File: src/port_bc_override_regs.vh
// Bit positions and reset values for the port B and C override logic
`ifndef PORT_BC_OVERRIDE_REGS_VH
`define PORT_BC_OVERRIDE_REGS_VH

// ********************
// Port B pin positions
// ********************
`define PB_USART_CLK 0
`define PB_CLK_OUT 1
`define PB_CMP_POS 2
`define PB_CMP_NEG 3
`define PB_SPI_SEL 4
`define PB_SPI_MOSI 5
`define PB_SPI_MISO 6
`define PB_SPI_CLK 7

// ********************
// Port C pin positions
// ********************
`define PC_TWI_CLK 0
`define PC_TWI_DATA 1
`define PC_TEST_CLK 2
`define PC_TEST_MODE 3
`define PC_TEST_DOUT 4
`define PC_TEST_DIN 5
`define PC_OSC_IN 6
`define PC_OSC_OUT 7

// ********************
// Reset values
// ********************
`define SYNC_RESET 8'h00

`endif
File: src/port_bc_override.v
// Alternate-function override logic for the two 8-bit ports B and C
//
// Operation
// - Clock fuse drives divided clock on B1
// - Divided clock keeps running through reset
// - B1 direction and value overrides follow fuse
// - B0 direction bit picks USART clock direction
// - USART clock pin only in synchronous mode
// - B7..B4 overrides from SPI enable and master
// - B7 SPI clock, B6 slave, B5 master out
// - MISO/MOSI combine master and slave paths
// - Port B input enable from pin-change, irq2
// - Timer compare outputs override B3 and B4
// - B3/B2 comparator, B1/B0 timer count inputs
// - Oscillator pins: C6 overridden by async timer select, C7 only with external clock select too
// - Test port holds C5..C2 pull-ups on
// - C4 drives test data out while shifting
// - C5..C2 input enable follows test port enable
// - Two-wire enable overrides C1 and C0
// - Port C input enable from pin-change mask
`timescale 1ns/1ps
`default_nettype none
`include "port_bc_override_regs.vh"

module port_bc_override (
   // Clock and reset
   input wire clk,
   input wire rst,
   // Port registers
   input wire [7:0] portBValue,
   input wire [7:0] portBDir,
   input wire [7:0] portCValue,
   input wire [7:0] portCDir,
   input wire global_pullup_disable,
   // Pin-change configuration
   input wire [7:0] pinChangeMaskB,
   input wire [7:0] pinChangeMaskC,
   input wire pinchange_group_b_enable,
   input wire pinchange_group_c_enable,
   // Idle input gating from the sleep logic
   input wire sleepInputGate,
   // Fuse and clock output
   input wire clock_output_fuse,
   input wire ioClock,
   // USART0 clock
   input wire usart0SyncMode,
   input wire usart0ClockOut,
   // SPI
   input wire spi_enable_bit,
   input wire spi_master_select,
   input wire spiClockOut,
   input wire spiSlaveOut,
   input wire spiMasterOut,
   // Timer0 compare outputs
   input wire timer0_compare_a_out,
   input wire timer0CompareAEnable,
   input wire timer0_compare_b_out,
   input wire timer0CompareBEnable,
   // External interrupt 2
   input wire external_irq2_enable,
   // Timer oscillator
   input wire async_timer_select,
   input wire external_clock_select,
   // Test port
   input wire test_port_enable,
   input wire instr_reg_shifting,
   input wire data_reg_shifting,
   input wire testDataOut,
   // Two-wire interface
   input wire two_wire_enable,
   input wire twoWireDataOut,
   input wire twoWireClockOut,
   // Pins
   input wire [7:0] pinBIn,
   input wire [7:0] pinCIn,
   output wire [7:0] pinBOut,
   output wire [7:0] pinBOeN,
   output wire [7:0] pinBPullup,
   output wire [7:0] pinCOut,
   output wire [7:0] pinCOeN,
   output wire [7:0] pinCPullup,
   // Input enables seen by the pads
   output wire [7:0] inputEnableB,
   output wire [7:0] inputEnableC,
   // Synchronised pin values for the port and pin-change logic
   output wire [7:0] pinBSync,
   output wire [7:0] pinCSync,
   // Peripheral inputs
   output wire usart0ClockIn,
   output wire timer0_count_in,
   output wire timer1_count_in,
   output wire external_irq2_in,
   output wire spiClockIn,
   output wire spiMasterIn,
   output wire spiSlaveIn,
   output wire spiSelectIn,
   output wire twoWireDataIn,
   output wire twoWireClockIn,
   output wire testDataIn,
   output wire testModeIn,
   output wire testClockIn,
   // Analog paths, straight from the pads
   output wire comparator_pos_in,
   output wire comparator_neg_in,
   output wire timer_osc_in_pin,
   output wire timer_osc_out_pin
);

   // ****************************************
   // Input synchronisers
   // ****************************************
   reg [7:0] syncB1_reg;
   reg [7:0] syncB2_reg;
   reg [7:0] syncC1_reg;
   reg [7:0] syncC2_reg;

   // Override terms, one bit per pin
   reg [7:0] pullupOeB;
   reg [7:0] pullupOvB;
   reg [7:0] dirOeB;
   reg [7:0] dirOvB;
   reg [7:0] outOeB;
   reg [7:0] outOvB;
   reg [7:0] dieOeB;
   reg [7:0] dieOvB;
   reg [7:0] pullupOeC;
   reg [7:0] pullupOvC;
   reg [7:0] dirOeC;
   reg [7:0] dirOvC;
   reg [7:0] outOeC;
   reg [7:0] outOvC;
   reg [7:0] dieOeC;
   reg [7:0] dieOvC;

   wire spiMaster;
   wire puEnable;
   wire [7:0] pcEnB;
   wire [7:0] pcEnC;
   wire [7:0] dirB;
   wire [7:0] dirC;
   wire [7:0] gatedB;
   wire [7:0] gatedC;

   // Two stages; first stage feeds nothing but the second
   always @(posedge clk) begin
      if (rst) begin
         syncB1_reg <= `SYNC_RESET;
         syncB2_reg <= `SYNC_RESET;
         syncC1_reg <= `SYNC_RESET;
         syncC2_reg <= `SYNC_RESET;
      end else begin
         syncB1_reg <= pinBIn;
         syncB2_reg <= syncB1_reg;
         syncC1_reg <= pinCIn;
         syncC2_reg <= syncC1_reg;
      end
   end

   // ****************************************
   // Shared terms
   // ****************************************
   assign spiMaster = spi_enable_bit & spi_master_select;
   // Pull-up override follows the port bit unless pull-ups are off globally
   assign puEnable = ~global_pullup_disable;
   assign pcEnB = pinChangeMaskB & {8{pinchange_group_b_enable}};
   assign pcEnC = pinChangeMaskC & {8{pinchange_group_c_enable}};

   // ****************************************
   // Port B override terms
   // ****************************************
   // Defaults leave a pin as plain port I/O
   always @* begin
      pullupOeB = 8'h00;
      pullupOvB = 8'h00;
      dirOeB = 8'h00;
      dirOvB = 8'h00;
      outOeB = 8'h00;
      outOvB = 8'h00;
      // SPI pins; direction forced to input in master mode
      pullupOeB[7:4] = {4{spiMaster}};
      pullupOvB[7:4] = portBValue[7:4] & {4{puEnable}};
      dirOeB[7:4] = {4{spiMaster}};
      dirOvB[7:4] = 4'h0;
      outOeB[7:5] = {3{spiMaster}};
      outOvB[`PB_SPI_CLK] = spiClockOut;
      outOvB[`PB_SPI_MISO] = spiSlaveOut;
      outOvB[`PB_SPI_MOSI] = spiMasterOut;
      // Timer compare outputs
      outOeB[`PB_SPI_SEL] = timer0CompareAEnable;
      outOvB[`PB_SPI_SEL] = timer0_compare_a_out;
      outOeB[`PB_CMP_NEG] = timer0CompareBEnable;
      outOvB[`PB_CMP_NEG] = timer0_compare_b_out;
      // Clock out is pure logic of the fuse, so reset cannot stop it
      dirOeB[`PB_CLK_OUT] = clock_output_fuse;
      dirOvB[`PB_CLK_OUT] = clock_output_fuse;
      outOeB[`PB_CLK_OUT] = clock_output_fuse;
      outOvB[`PB_CLK_OUT] = ioClock;
      // USART clock drives out only in sync mode with direction set
      outOeB[`PB_USART_CLK] = usart0SyncMode & portBDir[`PB_USART_CLK];
      outOvB[`PB_USART_CLK] = usart0ClockOut;
      // Digital input kept alive for pin-change and irq2
      dieOeB = pcEnB;
      dieOeB[`PB_CMP_POS] = pcEnB[`PB_CMP_POS] | external_irq2_enable;
      dieOvB = 8'hff;
   end

   // ****************************************
   // Port C override terms
   // ****************************************
   always @* begin
      pullupOeC = 8'h00;
      pullupOvC = 8'h00;
      dirOeC = 8'h00;
      dirOvC = 8'h00;
      outOeC = 8'h00;
      outOvC = 8'h00;
      dieOeC = pcEnC;
      dieOvC = 8'hff;
      // Timer oscillator pins; pull-up and direction values stay zero
      pullupOeC[`PC_OSC_OUT] = async_timer_select & external_clock_select;
      dirOeC[`PC_OSC_OUT] = async_timer_select & external_clock_select;
      pullupOeC[`PC_OSC_IN] = async_timer_select;
      dirOeC[`PC_OSC_IN] = async_timer_select;
      dieOeC[`PC_OSC_OUT] = (async_timer_select & external_clock_select)
         | pcEnC[`PC_OSC_OUT];
      dieOvC[`PC_OSC_OUT] = async_timer_select;
      dieOeC[`PC_OSC_IN] = async_timer_select | pcEnC[`PC_OSC_IN];
      dieOvC[`PC_OSC_IN] = external_clock_select | async_timer_select;
      // Test port pins keep pull-ups on
      pullupOeC[5:2] = {4{test_port_enable}};
      pullupOvC[5:2] = 4'hf;
      dirOeC[5:2] = {4{test_port_enable}};
      dirOvC[`PC_TEST_DOUT] = instr_reg_shifting | data_reg_shifting;
      outOeC[`PC_TEST_DOUT] = test_port_enable;
      outOvC[`PC_TEST_DOUT] = testDataOut;
      dieOeC[5:2] = {4{test_port_enable}} | pcEnC[5:2];
      dieOvC[5:2] = {4{test_port_enable}};
      // Two-wire pins
      pullupOeC[1:0] = {2{two_wire_enable}};
      pullupOvC[1:0] = portCValue[1:0] & {2{puEnable}};
      dirOeC[1:0] = {2{two_wire_enable}};
      outOeC[1:0] = {2{two_wire_enable}};
      outOvC[`PC_TWI_DATA] = twoWireDataOut;
      outOvC[`PC_TWI_CLK] = twoWireClockOut;
      dieOvC[1:0] = 2'h3;
   end

   // ****************************************
   // Pad control
   // ****************************************
   // Each attribute takes its override when enabled
   assign dirB = (dirOeB & dirOvB) | (~dirOeB & portBDir);
   assign dirC = (dirOeC & dirOvC) | (~dirOeC & portCDir);
   assign pinBOeN = ~dirB;
   assign pinCOeN = ~dirC;
   assign pinBOut = (outOeB & outOvB) | (~outOeB & portBValue);
   assign pinCOut = (outOeC & outOvC) | (~outOeC & portCValue);

   // Plain pull-up only on inputs with the port bit set
   assign pinBPullup = (pullupOeB & pullupOvB)
      | (~pullupOeB & portBValue & ~portBDir & {8{puEnable}});
   assign pinCPullup = (pullupOeC & pullupOvC)
      | (~pullupOeC & portCValue & ~portCDir & {8{puEnable}});

   // Idle gating blocks inputs unless an override keeps them live
   assign inputEnableB = (dieOeB & dieOvB) | (~dieOeB & {8{~sleepInputGate}});
   assign inputEnableC = (dieOeC & dieOvC) | (~dieOeC & {8{~sleepInputGate}});

   // ****************************************
   // Input routing
   // ****************************************
   // A disabled input reads as zero so no spurious edges reach the logic
   assign gatedB = syncB2_reg & inputEnableB;
   assign gatedC = syncC2_reg & inputEnableC;
   assign pinBSync = gatedB;
   assign pinCSync = gatedC;

   // Port B peripheral inputs
   assign usart0ClockIn = gatedB[`PB_USART_CLK] & usart0SyncMode;
   assign timer0_count_in = gatedB[`PB_USART_CLK];
   assign timer1_count_in = gatedB[`PB_CLK_OUT];
   assign external_irq2_in = gatedB[`PB_CMP_POS];
   assign spiSelectIn = gatedB[`PB_SPI_SEL];
   assign spiSlaveIn = gatedB[`PB_SPI_MOSI];
   assign spiMasterIn = gatedB[`PB_SPI_MISO];
   assign spiClockIn = gatedB[`PB_SPI_CLK];

   // Port C peripheral inputs
   assign twoWireClockIn = gatedC[`PC_TWI_CLK];
   assign twoWireDataIn = gatedC[`PC_TWI_DATA];
   assign testClockIn = gatedC[`PC_TEST_CLK];
   assign testModeIn = gatedC[`PC_TEST_MODE];
   assign testDataIn = gatedC[`PC_TEST_DIN];

   // Analog nodes bypass the synchronisers; they are not sampled
   assign comparator_neg_in = pinBIn[`PB_CMP_NEG];
   assign comparator_pos_in = pinBIn[`PB_CMP_POS];
   assign timer_osc_in_pin = pinCIn[`PC_OSC_IN];
   assign timer_osc_out_pin = pinCIn[`PC_OSC_OUT];

endmodule // port_bc_override

`default_nettype wire

File: config.mk
export PLATFORM = sky130hd
export DESIGN_NAME = port_bc_override
export DESIGN_NICKNAME = d
export VERILOG_FILES = /design/src/port_bc_override.v
export VERILOG_INCLUDE_DIRS = /design/src /design/src/src
export SDC_FILE = /design/constraint.sdc
export NUM_CORES = 1
export LEC_CHECK = 0
export BUFFER_PORTS_ARGS = -buffer_cell sky130_fd_sc_hd__buf_2
export CAP_MARGIN = 20
export CORE_MARGIN = 10
export CORE_UTILIZATION = 25
export DETAILED_ROUTE_END_ITERATION = 10
export PLACE_DENSITY = 0.62
export SLEW_MARGIN = 15
export SYNTH_ARGS = -nofsm -noshare
export SYNTH_HDL_FRONTEND = slang
export SYNTH_SLANG_ARGS = --single-unit
File: constraint.sdc
create_clock -name clk -period 1.8 [get_ports clk]
set_input_delay 0.54 -clock clk [delete_from_list [all_inputs] [get_ports clk]]
set_output_delay 0.54 -clock clk [all_outputs]
set_load 0.1 [all_outputs]
Word level (Yosys, flattened, before mapping)
Cells that the tools add are included.
- bitwise operators: 56
- operators with widths (kind ; number):
    $and A8 B8 Y8 ; 19
    $not A8 Y8 ; 10
    $or A8 B8 Y8 ; 7
    $and A8 B2 Y8 ; 1
    $and A8 B5 Y8 ; 1
    $and A8 B6 Y8 ; 1
    $not A5 Y8 ; 1
    $or A5 B8 Y8 ; 1
    $and A5 B5 Y5 ; 1
    $or A1 B1 Y1 ; 5
    $and A1 B1 Y1 ; 4
    $and A4 B4 Y4 ; 1
    $or A4 B4 Y4 ; 1
    $and A2 B2 Y2 ; 1
    $not A1 Y1 ; 2
- flip-flop bits (word level): 32
- input bits: 93
- output and inout bits: 97
- word-level logic and storage cells: 60

Depth between registers and ports, before layout
Gate-level depths: netlist of run 1.
- word-level depth: 7
- mapped depth: 4
- mapped depth without buffers: 2

Least setup slack after synthesis of run 1
OpenSTA, ideal clock, no wires.
- path kind: input to output
- start: input global_pullup_disable
- end: output pinCPullup[6]
- data arrival time: 3.827 ns
- required time: 1.260 ns
- setup slack: -2.567 ns
- stages: 2
- path buffers: 1
- cell sequence: buf_2 nor4b_1
- longest elaborated chain between the ends: 3
- RTL lines (item ; line ; text):
    from (decl) ; port_bc_override.v:34 ; input wire global_pullup_disable,
    $not A1 Y1 ; port_bc_override.v:164 ; assign puEnable = ~global_pullup_disable;
    $and A8 B8 Y8 ; port_bc_override.v:263 ; | (~pullupOeC & portCValue & ~portCDir & {8{puEnable}});
    $or A8 B8 Y8 ; port_bc_override.v:263 ;
    to (decl) ; port_bc_override.v:81 ; output wire [7:0] pinCPullup,
No other way between the ends.

Worst setup path in the final report of run 1
- start: input pinchange_group_c_enable
- end: output pinCSync[7]
- longest elaborated chain between the ends: 6
- elaborated cells on any way between the ends: 7
- those cells by class: bitwise: 7
- RTL lines (item ; line ; text):
    from (decl) ; port_bc_override.v:39 ; input wire pinchange_group_c_enable,
    $and A8 B8 Y8 (*) ; port_bc_override.v:166 ; assign pcEnC = pinChangeMaskC & {8{pinchange_group_c_enable}};
    $or A1 B1 Y1 (*) ; port_bc_override.v:224 ; dieOeC[`PC_OSC_OUT] = (async_timer_select & external_clock_select)
    $not A8 Y8 ; port_bc_override.v:267 ; assign inputEnableC = (dieOeC & dieOvC) | (~dieOeC & {8{~sleepInputGate}});
    $and A8 B8 Y8 ; port_bc_override.v:267 ;
    $or A8 B8 Y8 (*) ; port_bc_override.v:267 ;
    $and A8 B8 Y8 (*) ; port_bc_override.v:274 ; assign gatedC = syncC2_reg & inputEnableC;
    to (decl) ; port_bc_override.v:87 ; output wire [7:0] pinCSync,
Every way passes the cells marked *; elsewhere a longest branch is shown, timed or not.

==> results.md, run 1 <==
- Status: finished, violations left
- Failing checks: setup timing
- Async SR Flop Fraction: 0%
- Slowest stage delay, CP: 240 ps
- Crit-path slowest cell: o32ai_4
- Worst min path class: register to register
- DP Area: 4590 µm²
- Clock skew: 4.02 ps
- I/O Buffers: 189
- CTS tree: built
- Clock Path Buffers: 2
- Vias per cell: 4.30
- Most frequent cell on the critical path: buf_12
- GPL Wtd Cong: 0.776
- Critical setup path kind: input port to primary output
- EDFF count, synth: 0
- Dpl ws: -347 ps
- DRC viols: 0
- Share of cells above drive strength 1: 74.7%
- IO Pins: 190
- Root Buffer Master: clkbuf_8
- Vias: 2103
- GRT Util Overall: 16.3%
- Detail Route Antenna Nets: 0
- Maxcap violations: 0
- Area leader, netlist: dfxtp_1
- Cells after DPL: 474
- Post-synthesis sequential area ratio: 36.4%
- R2R setup slack: 1260 ps
- Setup crit end kind: primary output
- WHS Endpoint: syncC2_reg[0]
- Flop pwr share: 22.9%
- Sw power: 0.00143 W
- Nets: 484
- Die Area: 10800 µm²
- Total chip power: 0.00328 W
- Fmax: 516 MHz
- Initial antenna violation count: 1
- Synth Instances: 208
- Cell depth of the worst hold path: 1
- WL final: 9.35 mm
- Num rows: 30
- Synthesis-to-finish area growth: 183%
- Tmin final: 1940 ps
- Ranking of synthesized cells by area: dfxtp_1 (36%), buf_4 (9.8%), nor2b_1 (9.3%)
- Max H-tree Level: 2
- Sw Share: 43.5%
- Effective utilization at floorplan: 25.7%
- Hold Crit Start: syncC1_reg[0]
- Final Core Density: 72.9%
- Global route total overflow: 0
- Clock latency on the worst-skew pair: 280 ps
- Comb power frac: 57.1%
- Clock sink count: 32
- Avg Inst Size Synth: 8.45 µm²
- First-pass DRT Iterations: 4
- First-pass GRT wire length: 13.7 mm
- Die Wd: 104 µm
- Mapped cell area: 1760 µm²
- Largest net degree at the start of global routing: 33
- Max-slew violation count: 0
- CP Launch Type: input port
- Synth top cells by count: dfxtp_1 (32), nand2_1 (27), nor2b_1 (26), buf_4 (23)
- PnR worst setup slack: -137 ps
- WP data required: 1260 ps
- Reg clk slew, reported paths: 60 ps
- Tcrit/Tclk final: 108%
- Drt initial violations: 63
- FF+latch count, synth: 32
- Top-count cell post-synth: dfxtp_1
- Non-Filler Cell Area, Final: 4980 µm²
- Vias in the first global route: 2269
- Setup Viol. Count Final: 30
- Post-Layout Cell Count: 489
- Worst-margin pin slew: 491 ps
- RSZ-0062 raised after global routing: true
- Max_slew headroom: 67.3%
- Clock Power Share: 20.0%
- Post-synth top area share: 36.4%
- Syn Nets: 301
- RR Startpoint: syncC1_reg[2]
- Library cells used by synthesis: 31
- Reg2Reg Depth: 1
- Design internal power: 0.00185 W
- Core ar.: 6830 µm²
- Fin. Hold Viols: 0
- Top FF cell, synth: dfxtp_1
- Peak supply drop: 0.000650 V
- WL per Instance: 19.1 µm
- PwrDens: 659 nW/µm²
- Critical-path cell list: buf_8 > buf_12 > and2_4 > o32ai_4 > buf_12
- DP Wirelength: 8.09 mm
- CTS buffer count: 5
- Cts hold-fix bufs: 0
- Leakage power: 2.24 nW
- Synth Warn #: 0
- R2r endpoint: syncC2_reg[2]
- Worst-path maximum fanout: 7
- Die height: 104 µm
- Crit path DAT: 1400 ps
[through the flow]
step | hold WS [ps] | setup TNS, ps
final | 434 | -2450
after global routing | 449 | -3090
after CTS | 437 | -2380
after global placement | 413 | -5230
after detailed placement | 425 | -5700
after floorplan | 411 | -10780
[layer usage]
layer,part of all wire (%),track usage (%),vias up
met5,0,0,-
met4,2.4,6.16,0
met3,7.4,5.58,12
met2,58,32.3,111
met1,33,14.5,963
li1,-,-,1017
[worst max-delay path, delay by kind of cell]
kind	cells	cell delay [ps]
AOI/OAI and AO/OA	1	240
buffers and inverters	3	450
and+or+nand+nor	1	150
[worst max path at each step]
stage,cells after the start,from,end
finish,5,pinchange_group_c_enable,pinCSync[7]
CTS,5,pinchange_group_c_enable,pinCSync[7]
detailed placement,5,pinchange_group_c_enable,pinCSync[7]
global route,5,pinchange_group_c_enable,pinCSync[7]
global placement,5,pinchange_group_c_enable,pinCSync[7]
floorplan,2,global_pullup_disable,pinCPullup[6]
[logic make-up after synthesis]
family	share of synthesized area (%)
compound gates	12.4
buf+inv	14.9
flops	36.4
mux	6.41
simple gates	29.8
[repair_timing]
action                                  in CTS  in global routing
cloned                                       2                  1
endpoints found under the setup margin      64                 46
buffers inserted                             1                  3
resized for setup                           36                 15
pin swaps                                   15                  5
[layout by cell type, fill, tap and decap left out, drive strengths merged, types with 4 or more instances in the layout]
| cell type | netlist | final |
|---|---|---|
| nand2b | 10 | 10 |
| a21oi | 10 | 10 |
| dfxtp | 32 | 32 |
| nor2b | 26 | 26 |
| inv | 7 | 7 |
| nand2 | 27 | 27 |
| and2b | 6 | 6 |
| a21o | 4 | 4 |
| nor2 | 6 | 6 |
| or2 | 4 | 4 |
| nor3b | 4 | 4 |
| a21boi | 8 | 8 |
| o21a | 4 | 4 |
| clkbuf | 3 | 8 |
| mux2 | 10 | 10 |
| buf | 31 | 208 |
[area by class of cell]
type	instances	area, µm²
Clock inverter	2	35.0
Multi-Input combinational cell	135	1340
Fill cell	457	1850
Sequential cell	32	641
Inverter	7	26.3
Antenna cell	1	2.50
Tap cell	96	120
Clock buffer	6	72.6
Timing Repair Buffer	210	2740
[power by group through the flow]
stage	clock (W)	sequential (W)	combinational [W]
2_1_floorplan	0	0.000763	0.00116
3_3_place_gp	0	0.000766	0.00179
3_5_place_dp	0	0.000768	0.00181
4_1_cts	0.000676	0.000752	0.00186
5_1_grt	0.000709	0.000754	0.00193
6_report	0.000655	0.000751	0.00187
No activity file was read; power rests on OpenSTA's default activity.
==> run 2, diff against run 1 <==
--- a/config.mk
+++ b/config.mk
@@ -6,6 +6,7 @@
 export SDC_FILE = /design/constraint.sdc
 export NUM_CORES = 1
 export LEC_CHECK = 0
+export ABC_AREA = 1
 export BUFFER_PORTS_ARGS = -buffer_cell sky130_fd_sc_hd__buf_2
 export CAP_MARGIN = 20
 export CORE_MARGIN = 10
==> results.md, run 2 <==
- Status: finished, violations left (unchanged)
- Failing checks: setup timing (unchanged)
- Tmin final: 1870 ps (was 1940 ps)
- Maxcap violations: 0 (unchanged)
- Largest net degree at the start of global routing: 33 (unchanged)
- GRT Util Overall: 17.4% (was 16.3%)
- Clock latency on the worst-skew pair: 280 ps (about the same)
- Top FF cell, synth: dfxtp_1 (unchanged)
- Comb power frac: 61.6% (was 57.1%)
- RR Startpoint: syncC1_reg[2] (unchanged)
- Critical setup path kind: input port to primary output (unchanged)
- Setup Viol. Count Final: 12 (was 30)
- Sw Share: 47.0% (was 43.5%)
- Initial antenna violation count: 1 (unchanged)
- R2R setup slack: 1270 ps (was 1260 ps)
- PnR worst setup slack: -74.5 ps (was -137 ps)
- Fmax: 533 MHz (was 516 MHz)
- Clock sink count: 32 (unchanged)
- EDFF count, synth: 0 (unchanged)
- Design internal power: 0.00173 W (was 0.00185 W)
- CTS buffer count: 5 (unchanged)
- Top-count cell post-synth: nand2_1 (was dfxtp_1)
- Syn Nets: 364 (was 301)
- Vias: 2390 (was 2103)
- Num rows: 30 (unchanged)
- Root Buffer Master: clkbuf_8 (unchanged)
- Core ar.: 6910 µm² (was 6830 µm²)
- PwrDens: 606 nW/µm² (was 659 nW/µm²)
- Dpl ws: -138 ps (was -347 ps)
- FF+latch count, synth: 32 (unchanged)
- I/O Buffers: 189 (unchanged)
- WP data required: 1260 ps (about the same)
- CTS tree: built (unchanged)
- Vias per cell: 4.25 (was 4.30)
- Worst-path maximum fanout: 6 (was 7)
- Reg2Reg Depth: 2 (was 1)
- Flop pwr share: 23.0% (was 22.9%)
- Die Area: 11000 µm² (was 10800 µm²)
- Drt initial violations: 42 (was 63)
- Crit path from: pinchange_group_c_enable (unchanged)
- First-pass GRT wire length: 15.1 mm (was 13.7 mm)
- Final Core Density: 78.0% (was 72.9%)
- Crit path DAT: 1330 ps (was 1400 ps)
- Leading cell type in the layout, fill and taps excluded: buf_12 (unchanged)
- Avg Inst Size Synth: 6.64 µm² (was 8.45 µm²)
- WL per Instance: 17.7 µm (was 19.1 µm)
- Hold Crit Start: syncC1_reg[7] (was syncC1_reg[0])
- Max-slew violation count: 0 (unchanged)
- Share of cells above drive strength 1: 70.2% (was 74.7%)
- Clock skew: 2.60 ps (was 4.02 ps)
- Synthesis-to-finish area growth: 199% (was 183%)
- Synth top cells by count: nand2_1 (68), inv_1 (45), nor2_1 (40), dfxtp_1 (32), buf_4 (25) (was dfxtp_1 (32), nand2_1 (27), nor2b_1 (26), buf_4 (23))
- Synth Instances: 271 (was 208)
- Async SR Flop Fraction: 0% (unchanged)
- Synth Warn #: 0 (unchanged)
- Clock Path Buffers: 2 (unchanged)
- Detail Route Antenna Nets: 0 (unchanged)
- Post-synth top area share: 35.6% (was 36.4%)
- Fin. Hold Viols: 0 (unchanged)
- Die Wd: 105 µm (was 104 µm)
- Die height: 105 µm (was 104 µm)
- Global route total overflow: 0 (unchanged)
- First-pass DRT Iterations: 4 (unchanged)
- Number of diodes: 0 (was 1)
- Peak supply drop: 0.000464 V (was 0.000650 V)
- Ranking of synthesized cells by area: dfxtp_1 (36%), nand2_1 (14%), buf_4 (10%) (was dfxtp_1 (36%), buf_4 (9.8%), nor2b_1 (9.3%))
- Max H-tree Level: 2 (unchanged)
- IO Pins: 190 (unchanged)
- Cts hold-fix bufs: 0 (unchanged)
- Nets: 559 (was 484)
- Reg clk slew, reported paths: 60 ps (about the same)
- Cell depth of the worst hold path: 2 (was 1)
- Library cells used by synthesis: 23 (was 31)
- Clock Power Share: 15.3% (was 20.0%)
- Sw power: 0.00153 W (was 0.00143 W)
- Effective utilization at floorplan: 26.1% (was 25.7%)
- Setup crit end kind: primary output (unchanged)
- WL final: 9.96 mm (was 9.35 mm)
- Vias in the first global route: 2577 (was 2269)
- Mapped cell area: 1800 µm² (was 1760 µm²)
- GPL Wtd Cong: 0.818 (was 0.776)
- Filler cells: 436 (was 457)
- Tcrit/Tclk final: 104% (was 108%)
- Worst min path class: register to register (unchanged)
- Leakage power: 2.54 nW (was 2.24 nW)
- Worst-margin pin slew: 539 ps (was 491 ps)
- DRC viols: 0 (unchanged)
- DP Wirelength: 8.48 mm (was 8.09 mm)
- RSZ-0062 raised after global routing: true (unchanged)
- Most frequent cells in the layout: buf_12 (105), buf_2 (84), inv_1 (40) (was buf_12 (103), buf_2 (82), dfxtp_1 (32))
- Max_slew headroom: 64.1% (was 67.3%)
- Area leader, netlist: dfxtp_1 (unchanged)
- Post-synthesis sequential area ratio: 35.6% (was 36.4%)
- CP Launch Type: input port (unchanged)
-- run 2: changes by cell type in the layout (fill, tap and decap cells not counted), moves of 7 or more --
cell	change
a21oi_4	-7
inv_1	+33
nand2_1	+10
nand2_4	+27
nand2_8	+8
nor2_1	+28
nor2_4	+10
nor2b_1	-26
o21ai_4	+7
-- run 2: stage by stage --
| step | setup TNS [ps] | cell area, µm² | hold WS [ps] | power, W | cells |
|---|---|---|---|---|---|
| finish | -499 | 5390 | 403 | 0.00326 | 562 |
| global route | -1130 | 5390 | 417 | 0.00338 | 562 |
| CTS | -391 | 5320 | 402 | 0.00327 | 558 |
| detailed placement | -2880 | 5070 | 393 | 0.00272 | 547 |
| global placement | -2140 | 5070 | 390 | 0.00269 | 547 |
| floorplan | -10620 | 2750 | 388 | 0.00199 | 271 |
-- run 2: power by group through the flow --
| stage | clock (W) | combinational, W | sequential, W |
|---|---|---|---|
| global placement | 0 | 0.00193 | 0.000765 |
| finish | 0.000500 | 0.00201 | 0.000751 |
| global route | 0.000557 | 0.00207 | 0.000754 |
| CTS | 0.000521 | 0.00200 | 0.000751 |
| detailed placement | 0 | 0.00195 | 0.000767 |
| floorplan | 0 | 0.00123 | 0.000764 |
-- run 2: path summary, 6_finish.rpt --
check | end
setup / recovery | testDataIn
hold / removal | syncC2_reg[7]
setup reg to reg | syncC2_reg[2]
hold reg to reg | syncC2_reg[7]
-- run 2: kinds of logic (layout without fill, tap and decap cells) --
logic type | Yosys count | count (layout) | synth area share [%]
flops | 32 | 32 | 35.6
buf+inv | 80 | 275 | 23.0
simple gates | 134 | 134 | 31.8
mux | 1 | 1 | 0.625
compound gates | 24 | 24 | 9.03
-- run 2: worst max-delay path, cell delays in order --
cell and delay (ps):
buf_12 110, buf_12 140, nand2_4 60, nand2_4 60, a21boi_4 210, buf_12 200
-- run 2: repair_timing --
action / CTS / global route
pin swaps: 11 / 13
gates cloned: 1 / 0
buffers inserted: 3 / 4
setup endpoints to repair: 45 / 39
resized for setup: 29 / 10
-- run 2: area by class of cell --
cell class              instances  area, µm²  area share, %
inverters                      49        231           4.30
repair buffers                219       2830           52.5
multi-input cells             159       1490           27.6
flip-flops and latches         32        641           11.9
clock inverters                 1       5.00         0.0929
well taps                      96        120           2.23
clock buffers                   6       72.6           1.35
-- run 2: per-layer routing --
layer,up-vias,track usage (%),share of wire [%]
met1,1111,15.3,32
met3,18,4.42,5.5
li1,1170,-,-
met4,2,6.27,2.7
met2,89,36.1,60
met5,-,0,0.11
